`config.mk`:
```
export PLATFORM = sky130hd
export DESIGN_NAME = i2csf_flags
export DESIGN_NICKNAME = d
export VERILOG_FILES = /design/src/verilog/i2csf_pkg.sv /design/src/verilog/i2csf_link_if.sv
export SDC_FILE = /design/constraint.sdc
export NUM_CORES = 1
export LEC_CHECK = 0
export BUFFER_PORTS_ARGS = -buffer_cell sky130_fd_sc_hd__buf_2
export CORE_MARGIN = 4
export CORE_UTILIZATION = 40
export CTS_CLUSTER_SIZE = 25
export DETAILED_ROUTE_END_ITERATION = 8
export PLACE_DENSITY = 0.76
export SLEW_MARGIN = 10
export SYNTH_ARGS = -nofsm -noshare
export SYNTH_HDL_FRONTEND = slang
export SYNTH_SLANG_ARGS = --single-unit
```
`constraint.sdc`:
```
create_clock -name pclk -period 5.09 [get_ports pclk]
set_input_delay 1.527 -clock pclk [delete_from_list [all_inputs] [get_ports pclk]]
set_output_delay 1.527 -clock pclk [all_outputs]
set_load 0.05 [all_outputs]
```
`src/verilog/i2csf_pkg.sv`:
```
/*
 * Constants shared by the two-wire status-flag block: register offsets, bit positions, reset values, encodings.
 * Assumes a 32-bit APB bus, word-aligned registers.
 */
package i2csf_pkg;
    localparam logic [7:0] ADDR_STATUS = 8'h00;
    localparam logic [7:0] ADDR_OWN = 8'h04;
    localparam logic [7:0] ADDR_CTRL = 8'h08;
    localparam logic [7:0] ADDR_RXFULL = 8'h0c;
    localparam int BIT_MATCH = 1;
    localparam int BIT_ARB = 2;
    localparam int BIT_FMT = 0;
    localparam int BIT_MST = 0;
    localparam int BIT_TRS = 1;
    localparam int BIT_RXF = 0;
    localparam logic [7:0] OWN_RESET = 8'h00;
    localparam logic [6:0] GEN_CALL = 7'h00;
    localparam int FRAME_BITS = 8;
    localparam logic [1:0] MODE_SLV_RX = 2'h0;
    localparam logic [1:0] MODE_MST_TX = 2'h3;
endpackage : i2csf_pkg
```
`src/verilog/i2csf_link_if.sv`:
```
/*
 * Two-wire status flags: link-event interface, line sampler and the flag block with its APB registers.
 * Assumes every register runs on pclk, scl_pin and sda_pin are asynchronous pins,
 * and sda_drive comes from transmit logic on pclk.
 */
// The implementer's own choices: the APB register port and the placing of the registers.
// Overview of operation
// - Synchronous format: last bit received while rx_full_flag is 1 sets arb_lost_overrun_flag.
// - arb_lost_overrun_flag clears only on a write of 0 after reading it as 1.
// - Slave receive: first frame after start matching own_addr_bits sets addr_match_flag.
// - Slave receive: general call address as first frame after start sets addr_match_flag.
// - addr_match_flag clears on a write of 0 after a read returned it as 1.
// - addr_match_flag is status bit 1, read/write, reset value 0.
// - Master transmit: driven data level differing from sampled data at clock rise sets flag.
// - Address compare uses upper seven own_addr_reg bits against upper seven frame bits.
`timescale 1ns/1ps
`default_nettype none

// Link events handed from the sampler to the flag logic
interface i2csf_link_if;
    logic scl_rise;
    logic start_seen;
    logic sda_bit;
    // Producer and consumer views
    modport sampler (output scl_rise, output start_seen, output sda_bit);
    modport flags (input scl_rise, input start_seen, input sda_bit);
endinterface : i2csf_link_if

// Synchronises the two bus lines and decodes clock rise and start
module i2csf_line_sampler (
    input wire logic pclk,
    input wire logic presetn,
    input wire logic scl_pin,
    input wire logic sda_pin,
    i2csf_link_if.sampler link
);
    logic scl_meta_ff;
    logic scl_sync_ff;
    logic scl_prev_ff;
    logic sda_meta_ff;
    logic sda_sync_ff;
    logic sda_prev_ff;
    logic nxt_scl_prev;
    logic nxt_sda_prev;

    // History stage follows the second synchroniser flop only
    always_comb begin
        nxt_scl_prev = scl_sync_ff;
        nxt_sda_prev = sda_sync_ff;
    end

    // Two-flop synchronisers; idle-high reset avoids a false edge after reset
    always_ff @(posedge pclk or negedge presetn) begin
        if (!presetn) begin
            scl_meta_ff <= 1'b1;
            scl_sync_ff <= 1'b1;
            scl_prev_ff <= 1'b1;
            sda_meta_ff <= 1'b1;
            sda_sync_ff <= 1'b1;
            sda_prev_ff <= 1'b1;
        end else begin
            scl_meta_ff <= scl_pin;
            scl_sync_ff <= scl_meta_ff;
            scl_prev_ff <= nxt_scl_prev;
            sda_meta_ff <= sda_pin;
            sda_sync_ff <= sda_meta_ff;
            sda_prev_ff <= nxt_sda_prev;
        end
    end

    // Clock rise, start (data falls while clock high) and sampled data level
    assign link.scl_rise = scl_sync_ff & ~scl_prev_ff;
    assign link.start_seen = scl_sync_ff & scl_prev_ff & sda_prev_ff & ~sda_sync_ff;
    assign link.sda_bit = sda_sync_ff;

    // A clock rise lasts exactly one pclk cycle
    a_rise_single_pulse: assert property (@(posedge pclk) disable iff (!presetn)
        link.scl_rise |=> !link.scl_rise)
        else $error("clock rise event lasted more than one cycle");
endmodule : i2csf_line_sampler

// Status flags with APB access to status, own address, control and receive-full registers
module i2csf_flags #(
    parameter int ADDR_W = 8,
    parameter int DATA_W = 32,
    parameter int FRAME_BITS = i2csf_pkg::FRAME_BITS
) (
    input wire logic pclk,
    input wire logic presetn,
    input wire logic psel,
    input wire logic penable,
    input wire logic pwrite,
    input wire logic [ADDR_W-1:0] paddr,
    input wire logic [DATA_W-1:0] pwdata,
    output var logic [DATA_W-1:0] prdata,
    output var logic pready,
    output var logic pslverr,
    input wire logic scl_pin,
    input wire logic sda_pin,
    input wire logic sda_drive
);
    localparam int CNT_W = $clog2(FRAME_BITS) + 1;

    typedef enum logic [2:0] {
        I2CSF_ST_IDLE = 3'b001,
        I2CSF_ST_ADDR = 3'b010,
        I2CSF_ST_DONE = 3'b100
    } i2csf_frame_e;

    i2csf_link_if link_bus ();

    i2csf_frame_e state_ff;
    i2csf_frame_e nxt_state;
    logic [CNT_W-1:0] bit_cnt_ff;
    logic [CNT_W-1:0] nxt_bit_cnt;
    logic [FRAME_BITS-1:0] frame_ff;
    logic [FRAME_BITS-1:0] nxt_frame;
    logic [7:0] own_addr_reg_ff;
    logic [7:0] nxt_own_addr_reg;
    logic [1:0] ctrl_ff;
    logic [1:0] nxt_ctrl;
    logic rx_full_flag_ff;
    logic nxt_rx_full_flag;
    logic arb_lost_overrun_flag_ff;
    logic nxt_arb_lost_overrun_flag;
    logic addr_match_flag_ff;
    logic nxt_addr_match_flag;
    logic arb_read_ff;
    logic nxt_arb_read;
    logic match_read_ff;
    logic nxt_match_read;
    logic [DATA_W-1:0] prdata_ff;
    logic [DATA_W-1:0] nxt_prdata;
    logic pready_ff;
    logic nxt_pready;
    logic pslverr_ff;
    logic nxt_pslverr;

    logic setup_phase;
    logic wr_access;
    logic rd_access;
    logic wr_status;
    logic rd_status;
    logic wr_own;
    logic wr_ctrl;
    logic wr_rxfull;
    logic fmt_sync;
    logic slave_rx;
    logic master_tx;
    logic last_sync_bit;
    logic frame_done;
    logic own_hit;
    logic gen_hit;
    logic overrun_hit;
    logic line_loss;
    logic arb_set;
    logic arb_clear;
    logic match_set;
    logic match_clear;
    logic [6:0] own_addr_bits;
    logic [6:0] frame_addr;
    logic [DATA_W-1:0] status_word;

    // Pin sampling and edge decode
    i2csf_line_sampler i2csf_line_sampler_i (
        .pclk (pclk),
        .presetn (presetn),
        .scl_pin (scl_pin),
        .sda_pin (sda_pin),
        .link (link_bus)
    );

    // APB phase and register decode; writes land only at the access edge
    assign setup_phase = psel & ~penable;
    assign wr_access = psel & penable & pready_ff & pwrite;
    assign rd_access = psel & penable & pready_ff & ~pwrite;
    assign wr_status = wr_access & (paddr == i2csf_pkg::ADDR_STATUS);
    assign rd_status = rd_access & (paddr == i2csf_pkg::ADDR_STATUS);
    assign wr_own = wr_access & (paddr == i2csf_pkg::ADDR_OWN);
    assign wr_ctrl = wr_access & (paddr == i2csf_pkg::ADDR_CTRL);
    assign wr_rxfull = wr_access & (paddr == i2csf_pkg::ADDR_RXFULL);

    // Mode decode from format select and control bits
    assign fmt_sync = own_addr_reg_ff[i2csf_pkg::BIT_FMT];
    assign slave_rx = ({ctrl_ff[i2csf_pkg::BIT_MST], ctrl_ff[i2csf_pkg::BIT_TRS]} == i2csf_pkg::MODE_SLV_RX);
    assign master_tx = ({ctrl_ff[i2csf_pkg::BIT_MST], ctrl_ff[i2csf_pkg::BIT_TRS]} == i2csf_pkg::MODE_MST_TX);

    // Upper seven bits on both sides of the compare
    assign own_addr_bits = own_addr_reg_ff[7:1];
    assign frame_addr = frame_ff[FRAME_BITS-2 -: 7];

    // Frame end events: first frame after start, or each byte in synchronous format
    assign frame_done = !fmt_sync && (state_ff == I2CSF_ST_ADDR) && link_bus.scl_rise
        && (bit_cnt_ff == CNT_W'(FRAME_BITS - 1));
    assign last_sync_bit = fmt_sync && link_bus.scl_rise && (bit_cnt_ff == CNT_W'(FRAME_BITS - 1));

    // Set and clear terms of both flags
    assign own_hit = (frame_addr == own_addr_bits);
    assign gen_hit = (frame_addr == i2csf_pkg::GEN_CALL);
    assign match_set = frame_done & slave_rx & (own_hit | gen_hit);
    assign overrun_hit = last_sync_bit & rx_full_flag_ff;
    assign line_loss = master_tx & link_bus.scl_rise & (sda_drive != link_bus.sda_bit);
    assign arb_set = overrun_hit | line_loss;
    assign arb_clear = wr_status & ~pwdata[i2csf_pkg::BIT_ARB] & arb_read_ff;
    assign match_clear = wr_status & ~pwdata[i2csf_pkg::BIT_MATCH] & match_read_ff;

    // Frame tracker: on each clock rise of the first frame, or any in synchronous format, shift data and count bits
    always_comb begin
        nxt_state = state_ff;
        nxt_bit_cnt = bit_cnt_ff;
        nxt_frame = frame_ff;
        if (wr_own) begin
            nxt_state = I2CSF_ST_IDLE;
            nxt_bit_cnt = '0;
        end else if (fmt_sync) begin
            if (link_bus.scl_rise) begin
                nxt_frame = {frame_ff[FRAME_BITS-2:0], link_bus.sda_bit};
                nxt_bit_cnt = last_sync_bit ? '0 : bit_cnt_ff + CNT_W'(1);
            end
        end else begin
            unique case (state_ff)
                I2CSF_ST_IDLE: begin
                    if (link_bus.start_seen) begin
                        nxt_state = I2CSF_ST_ADDR;
                        nxt_bit_cnt = '0;
                    end
                end
                I2CSF_ST_ADDR: begin
                    if (link_bus.start_seen) begin
                        nxt_bit_cnt = '0;
                    end else if (link_bus.scl_rise) begin
                        nxt_frame = {frame_ff[FRAME_BITS-2:0], link_bus.sda_bit};
                        if (frame_done) begin
                            nxt_state = I2CSF_ST_DONE;
                            nxt_bit_cnt = '0;
                        end else begin
                            nxt_bit_cnt = bit_cnt_ff + CNT_W'(1);
                        end
                    end
                end
                I2CSF_ST_DONE: begin
                    if (link_bus.start_seen) begin
                        nxt_state = I2CSF_ST_ADDR;
                        nxt_bit_cnt = '0;
                    end
                end
            endcase
        end
    end

    // Software registers
    always_comb begin
        nxt_own_addr_reg = own_addr_reg_ff;
        nxt_ctrl = ctrl_ff;
        nxt_rx_full_flag = rx_full_flag_ff;
        if (wr_own) begin
            nxt_own_addr_reg = pwdata[7:0];
        end
        if (wr_ctrl) begin
            nxt_ctrl = pwdata[1:0];
        end
        if (wr_rxfull) begin
            nxt_rx_full_flag = pwdata[i2csf_pkg::BIT_RXF];
        end
    end

    // Flags: hardware set wins over a software clear in the same cycle
    always_comb begin
        nxt_arb_lost_overrun_flag = arb_set | (arb_lost_overrun_flag_ff & ~arb_clear);
        nxt_addr_match_flag = match_set | (addr_match_flag_ff & ~match_clear);
        nxt_arb_read = arb_read_ff;
        nxt_match_read = match_read_ff;
        if (wr_status) begin
            nxt_arb_read = 1'b0;
            nxt_match_read = 1'b0;
        end
        if (rd_status) begin
            nxt_arb_read = prdata_ff[i2csf_pkg::BIT_ARB];
            nxt_match_read = prdata_ff[i2csf_pkg::BIT_MATCH];
        end
    end

    // Status word layout
    always_comb begin
        status_word = '0;
        status_word[i2csf_pkg::BIT_ARB] = arb_lost_overrun_flag_ff;
        status_word[i2csf_pkg::BIT_MATCH] = addr_match_flag_ff;
    end

    // APB answer: ready one cycle after setup, read data captured at setup
    always_comb begin
        nxt_pready = setup_phase;
        nxt_pslverr = 1'b0;
        nxt_prdata = prdata_ff;
        if (setup_phase && !pwrite) begin
            case (paddr)
                i2csf_pkg::ADDR_STATUS: begin
                    nxt_prdata = status_word;
                end
                i2csf_pkg::ADDR_OWN: begin
                    nxt_prdata = {{(DATA_W-8){1'b0}}, own_addr_reg_ff};
                end
                i2csf_pkg::ADDR_CTRL: begin
                    nxt_prdata = {{(DATA_W-2){1'b0}}, ctrl_ff};
                end
                i2csf_pkg::ADDR_RXFULL: begin
                    nxt_prdata = {{(DATA_W-1){1'b0}}, rx_full_flag_ff};
                end
                default: begin
                    nxt_prdata = '0;
                end
            endcase
        end
    end

    // State registers
    always_ff @(posedge pclk or negedge presetn) begin
        if (!presetn) begin
            state_ff <= I2CSF_ST_IDLE;
            bit_cnt_ff <= '0;
            frame_ff <= '0;
            own_addr_reg_ff <= i2csf_pkg::OWN_RESET;
            ctrl_ff <= 2'h0;
            rx_full_flag_ff <= 1'b0;
            arb_lost_overrun_flag_ff <= 1'b0;
            addr_match_flag_ff <= 1'b0;
            arb_read_ff <= 1'b0;
            match_read_ff <= 1'b0;
            prdata_ff <= '0;
            pready_ff <= 1'b0;
            pslverr_ff <= 1'b0;
        end else begin
            state_ff <= nxt_state;
            bit_cnt_ff <= nxt_bit_cnt;
            frame_ff <= nxt_frame;
            own_addr_reg_ff <= nxt_own_addr_reg;
            ctrl_ff <= nxt_ctrl;
            rx_full_flag_ff <= nxt_rx_full_flag;
            arb_lost_overrun_flag_ff <= nxt_arb_lost_overrun_flag;
            addr_match_flag_ff <= nxt_addr_match_flag;
            arb_read_ff <= nxt_arb_read;
            match_read_ff <= nxt_match_read;
            prdata_ff <= nxt_prdata;
            pready_ff <= nxt_pready;
            pslverr_ff <= nxt_pslverr;
        end
    end

    // Outputs straight from flops
    assign prdata = prdata_ff;
    assign pready = pready_ff;
    assign pslverr = pslverr_ff;

    // Overrun on last synchronous bit with receive buffer full
    a_overrun_sets_flag: assert property (@(posedge pclk) disable iff (!presetn)
        overrun_hit |=> arb_lost_overrun_flag_ff)
        else $error("overrun did not set the arbitration/overrun flag");

    // Arbitration/overrun flag falls only after read-as-one then write-zero
    a_arb_clear_gate: assert property (@(posedge pclk) disable iff (!presetn)
        $fell(arb_lost_overrun_flag_ff) |-> $past(wr_status) && $past(arb_read_ff)
            && !$past(pwdata[i2csf_pkg::BIT_ARB]))
        else $error("arbitration/overrun flag cleared without read and zero write");

    // Own address match in slave receive
    a_own_addr_match: assert property (@(posedge pclk) disable iff (!presetn)
        frame_done && slave_rx && (frame_ff[FRAME_BITS-2 -: 7] == own_addr_reg_ff[7:1]) |=> addr_match_flag_ff)
        else $error("own address frame did not set the match flag");

    // General call in slave receive
    a_general_call_match: assert property (@(posedge pclk) disable iff (!presetn)
        frame_done && slave_rx && (frame_ff[FRAME_BITS-2 -: 7] == i2csf_pkg::GEN_CALL) |=> addr_match_flag_ff)
        else $error("general call frame did not set the match flag");

    // Match flag falls only after read-as-one then write-zero
    a_match_clear_gate: assert property (@(posedge pclk) disable iff (!presetn)
        $fell(addr_match_flag_ff) |-> $past(wr_status) && $past(match_read_ff)
            && !$past(pwdata[i2csf_pkg::BIT_MATCH]))
        else $error("match flag cleared without read and zero write");

    // Line disagreement in master transmit
    a_line_loss_sets: assert property (@(posedge pclk) disable iff (!presetn)
        line_loss |=> arb_lost_overrun_flag_ff)
        else $error("data line disagreement did not set the arbitration flag");

    // Ready stands for one cycle per transfer
    a_ready_one_cycle: assert property (@(posedge pclk) disable iff (!presetn)
        pready_ff |=> !pready_ff)
        else $error("ready stood longer than one cycle");
endmodule : i2csf_flags
`default_nettype wire

```
# Word-level counts from Yosys, hierarchy flattened

Index checks and enable logic that the tools add are counted.
W data, S select, Z words.

Shifts and indexed selects: 0
Div/mod/pow operators: 0
Magnitude comparators: 0
Bitwise operators: 38
Reduce and logical (&&, ||, !) cells: 17
Multiply operators: 0
Add/subtract/negate cells: 1
Equality and inequality tests: 19
Mux-type cells: 24

Operators by type and width:

| operator              | number |
|---|---|
| $mux W4               | 8 |
| $mux W8               | 4 |
| $pmux W8 S4           | 1 |
| $and A1 B1 Y1         | 25 |
| $mux W3               | 6 |
| $eq A8 B4 Y1 const B  | 2 |
| $ne A3 B3 Y1 const B  | 3 |
| $not A1 Y1            | 9 |
| $eq A8 B3 Y1 const B  | 1 |
| $logic_not A8 Y1      | 1 |
| $pmux W4 S2           | 1 |
| $eq A7 B7 Y1          | 1 |
| $logic_not A7 Y1      | 1 |
| $logic_and A1 B1 Y1   | 6 |
| $pmux W3 S2           | 1 |
| $reduce_and A3 Y1     | 2 |
| $reduce_and A5 Y1     | 1 |
| $add A4 B1 Y4 const B | 1 |
| $eq A4 B3 Y1 const B  | 1 |
| $ne A4 B1 Y1 const B  | 1 |
| $ne A4 B3 Y1 const B  | 1 |
| $or A1 B1 Y1          | 4 |
| $reduce_bool A2 Y1    | 2 |
| $eq A3 B1 Y1 const B  | 1 |
| other kinds (12)      | 15 |

Word-level logic and storage cells: 117
Output and inout bits: 34
ROM bits: 0
Memory bits (writable): 0
Input bits: 48
Latch bits: 0
Flip-flop bits (word level): 69
Memories: 0

# Depth between registers and ports, before layout

Depth after elaboration: 10
Gate-level depth with buffers: 7
Depth with buffers taken out: 5

# By module

From an unflattened synthesis, not the netlist that was laid out.

Cell total of the unflattened synthesis: 209
Area total of the unflattened synthesis: 2,299.7 µm²

By module, submodules not included:

| module             | area an instance (µm²) | seq. area each (µm²) | cells an instance | times used |
|---|---|---|---|---|
| i2csf_flags        | 2,125.8                | 952.2                | 201               | 1 |
| i2csf_line_sampler | 173.9                  | 157.7                | 8                 | 1 |

# Least setup slack after synthesis

OpenSTA, ideal clock, no wires.

Path kind: input port to flip-flop
From: input port paddr[5]
To: register ctrl_ff[0]
Setup time: 0.125 ns
Required time: 4.965 ns
Arrival time: 2.657 ns
Cell stages on the path: 5
Path slack: 2.309 ns
Path buffers: 0
Path through: nor4_4 > nor3b_2 > nand3_1 > nor2_1 > mux2_2

Longest elaborated chain between the ends: 2

Ends and longest elaborated chain:

| what                 | line                 | RTL |
|---|---|---|
| from (decl)          | i2csf_link_if.sv:93  | `input wire logic [ADDR_W-1:0] paddr,` |
| $eq A8 B4 Y1         | i2csf_link_if.sv:180 | `assign wr_ctrl = wr_access & (paddr == i2csf_pkg::ADDR_CTRL);` |
| $and A1 B1 Y1        | i2csf_link_if.sv:180 |  |
| to (signal assigned) | i2csf_link_if.sv:337 | `ctrl_ff <= nxt_ctrl;` |
| to (decl)            | i2csf_link_if.sv:120 | `logic [1:0] ctrl_ff;` |

Every way passes these cells.
A chain may end at the register's enable or synchronous reset.

# Final worst setup path

From: input port paddr[5]
To: register bit_cnt_ff[2]

Longest elaborated chain between the ends: 4
Elaborated cells between the ends (all ways): 7
Classes of those cells: eq/ne (4); mux (1); bitwise (1); reduce/logical (1)

Ends and longest elaborated chain:

| what                                                 | line                 | RTL |
|---|---|---|
| $eq A8 B3 Y1 *                                       | i2csf_link_if.sv:179 | `assign wr_own = wr_access & (paddr == i2csf_pkg::ADDR_OWN);` |
| $and A1 B1 Y1 *                                      | i2csf_link_if.sv:179 |  |
| $ne A4 B3 Y1 (no line), or another cell as far along | --                   |  |
| $reduce_and A3 Y1 (no line)                          | --                   |  |
| to (signal assigned)                                 | i2csf_link_if.sv:334 | `bit_cnt_ff <= nxt_bit_cnt;` |
| to (decl)                                            | i2csf_link_if.sv:114 | `logic [CNT_W-1:0] bit_cnt_ff;` |

Every way passes the cells marked *; elsewhere a longest branch is shown, timed or not.

==> flow_metrics.env <==
export IMPL_cts_buffers=5
export IMPL_clock_sinks=44
export IMPL_start_kind="primary input"
export IMPL_cts_hold_buf=0
export IMPL_status="finished, final reports clean"
export IMPL_timing_final_crit_period_ps=3179
export IMPL_hold_slack_ps=357.1
export IMPL_synthFlopType="dfrtp_1"
export IMPL_timing_rr_end="bit_cnt_ff[2]"
export IMPL_reg2reg_depth=5
export IMPL_synth_adder_area_share_pct=0.5423
export IMPL_syn_area_um2=2307
export IMPL_p_switching_uw=261.4
export IMPL_hold_path_cell_count=0
export IMPL_layout_drive_gt1_share_pct=33.77
export IMPL_grt_max_degree=45
export IMPL_reg2reg_setup_slack_ps=2980
export IMPL_overflow=0
export IMPL_clkTransAtPathRegs_ps=80
export IMPL_synth_compound_area_share_pct=10.03
export IMPL_clock_path_buffers=2
export IMPL_p_sw_share_pct=29.79
export IMPL_grt_pass1_wl_um=7051
export IMPL_place_hpwl_um=3236
export IMPL_synthTopCellsByArea="dfrtp_1 (40%), buf_4 (8.5%), dfstp_2 (8.0%)"
export IMPL_fp_dieW_um=83.95
export IMPL_ctsResizeCount=0
export IMPL_p_leak_nw=1.203
export IMPL_gp_congestion=0.7794
export IMPL_cp_required_ps=5280
export IMPL_diodes=0
export IMPL_finalInstanceArea_um2=2550
export IMPL_fin_nets=279
export IMPL_setup_tns_final_ps=0
export IMPL_multi_input_area_um2=1044
export IMPL_pwr_density_cell_nw_per_um2=344.1
export IMPL_ys_types=50
export IMPL_io_buffers=32
export IMPL_period_share_pct=62.45
export IMPL_antenna_left=0
export IMPL_synth_top_family_by_area="simple AND/OR/NAND/NOR gates"
export IMPL_ios=82
export IMPL_first_global_vias=1535
export IMPL_die_area_um2=7047
export IMPL_synthArstFlopShare_pct=100.0
export IMPL_wl_um=4248
export IMPL_root_buffer="clkbuf_8"
export IMPL_finalMaxSlewViolations=0
export IMPL_drv_cap=0
export IMPL_clk_latency_ps=300
export IMPL_hold_path_class="flop to flop"
export IMPL_max_freq_mhz=314.6
export IMPL_seqPwrFrac_pct=49.8
export IMPL_final_seq_area_um2=1110
export IMPL_netlist_top_cells_count="dfrtp_1 (37), buf_4 (26), mux2_2 (10)"
export IMPL_antenna_found_initial=0
export IMPL_slew_headroom_pct=35.95
export IMPL_drt_initial_drc_count=58
export IMPL_start_util_pct=41.64
export IMPL_placed_area_um2=2434
export IMPL_synth_most_common_cell="dfrtp_1"
export IMPL_critPathMaxFanout=12
export IMPL_chipHeight_um=83.95
export IMPL_hp_start="i2csf_line_sampler_i.sda_meta_ff"
export IMPL_synth_edff_count=0
export IMPL_track_usage_pct=12.25
export IMPL_route_vias_total=1527
export IMPL_n_fill_cell=511
export IMPL_synth_top_cell_area_share_pct=40.13
export IMPL_synth_area_mux_share_pct=11.61
export IMPL_netlist_instances=197
export IMPL_endpoint_kind="flop"
export IMPL_hold_viol=0
export IMPL_cts_tree="yes"
export IMPL_internal_power_uw=616.2
export IMPL_hold_end="i2csf_line_sampler_i.link.sda_bit"
export IMPL_tightestPinTransition_ps=960.8
export IMPL_postCtsSetupBuffers=0
export IMPL_coreArea_um2=5540
export IMPL_rsz0062_at_grt="false"
export IMPL_clock_skew_ps=11.98
export IMPL_area_delta_synth_final_pct=10.52
export IMPL_drc_errors=0
export IMPL_setup_viol=0
export IMPL_dr_pass1_iters=4
export IMPL_arrival_ps=3370
export IMPL_p_comb_share_pct=19.6
export IMPL_ys_warn_count=0
export IMPL_peakVddDrop_mv=0.1459
export IMPL_synth_ff_latch_count=44
export IMPL_post_synth_and_or_nand_nor_area_fraction_pct=15.56
export IMPL_clockPowerShare_pct=30.6
export IMPL_h_tree_depth=2
export IMPL_ys_seq_area_share_pct=48.10
export IMPL_avgViaCountPerCell=5.040
export IMPL_yosysTopAreaCell="dfrtp_1"
export IMPL_critPathKind="primary input to flop"
export IMPL_rows=27
export IMPL_r2r_start="pready"
export IMPL_synth_xor_area_share_pct=3.416
export IMPL_avgSynthCellArea_um2=11.71
export IMPL_wl_per_cell_um=14.02
==> power groups by stage <==
stage	Clock (mW)	Sequential, mW	Combinational (mW)
6_report	0.269	0.437	0.172
2_1_floorplan	0	0.433	0.155
3_3_place_gp	0	0.439	0.168
5_1_grt	0.288	0.445	0.188
4_1_cts	0.277	0.437	0.174
3_5_place_dp	0	0.442	0.172
==> area by class of cell <==
class,count,area share (%)
multi-input cells,139,40.92
clock buffers,5,2.699
inverters,8,1.178
flip-flops and latches,44,43.52
repair buffers,32,6.281
clock inverters,3,1.865
well taps,72,3.533
==> sequential cells by signal, summed over array words and instances, names as in the netlist, 2 cells and up <==
name / count
bit_cnt_ff: 4
own_addr_reg_ff: 8
ctrl_ff: 2
state_ff: 3
prdata: 8
frame_ff: 7
==> critical path, cell delays in order <==
cell     delay (ps)
buf_2           110
nor4_4          370
nand4_1         600
o21ai_2         370
o21ai_1         130
a22o_1          250
==> per-layer routing <==
metal,track usage [%],wire (um)
met4,4.386,42
met1,14.01,1711
met5,0,0
met3,3.455,267
met2,21.69,2226
==> logic make-up (layout without fill, tap and decap cells) <==
kind of cell | after synthesis | after routing
buf+inv | 38 | 48
simple gates | 52 | 52
mux | 22 | 22
flops | 44 | 44
compound gates | 30 | 30
xor+xnor | 9 | 9
fa+ha+maj | 1 | 1
other cells | 1 | 25
==> placed cells by master, fill, tap and decap left out, types with 2 or more instances in the layout <==
cell type	count
clkinv_4	2
xor2_1	3
dfstp_2	7
o31ai_1	4
inv_1	8
dfrtp_1	37
nand2_1	9
nor2_1	6
nor3b_2	2
conb_1	25
nor3_4	2
nand3b_1	2
a22o_1	6
nand3_1	5
nand4_1	6
nand2b_1	2
mux2_2	10
nor3_1	4
buf_2	32
mux2_4	7
o21ai_0	6
mux2i_1	5
a31oi_1	2
clkbuf_8	5
o21ai_2	2
nor4_1	2
xnor2_1	6
==> how the worst max path moves through the flow <==
stage          slack, ps     start             to
5_1_grt             1820  paddr[5]  bit_cnt_ff[2]
2_1_floorplan       2310  paddr[5]     ctrl_ff[0]
4_1_cts             1930  paddr[5]  bit_cnt_ff[2]
3_5_place_dp        1570  paddr[5]  bit_cnt_ff[2]
6_report            1910  paddr[5]  bit_cnt_ff[2]
3_3_place_gp        1660  paddr[5]  bit_cnt_ff[2]
==> stage by stage <==
stage / std cells / util (%) / worst slack [ps] / total power [mW]
after CTS: 303 / 46.03 / 1928 / 0.8875
after global routing: 303 / 46.03 / 1820 / 0.9208
final: 303 / 46.03 / 1911 / 0.8776
after detailed placement: 295 / 43.93 / 1574 / 0.6137
after floorplan: 221 / - / 2309 / 0.5874
after global placement: 295 / 43.93 / 1658 / 0.6067
Note: power is estimated with default switching activity, not from simulation.
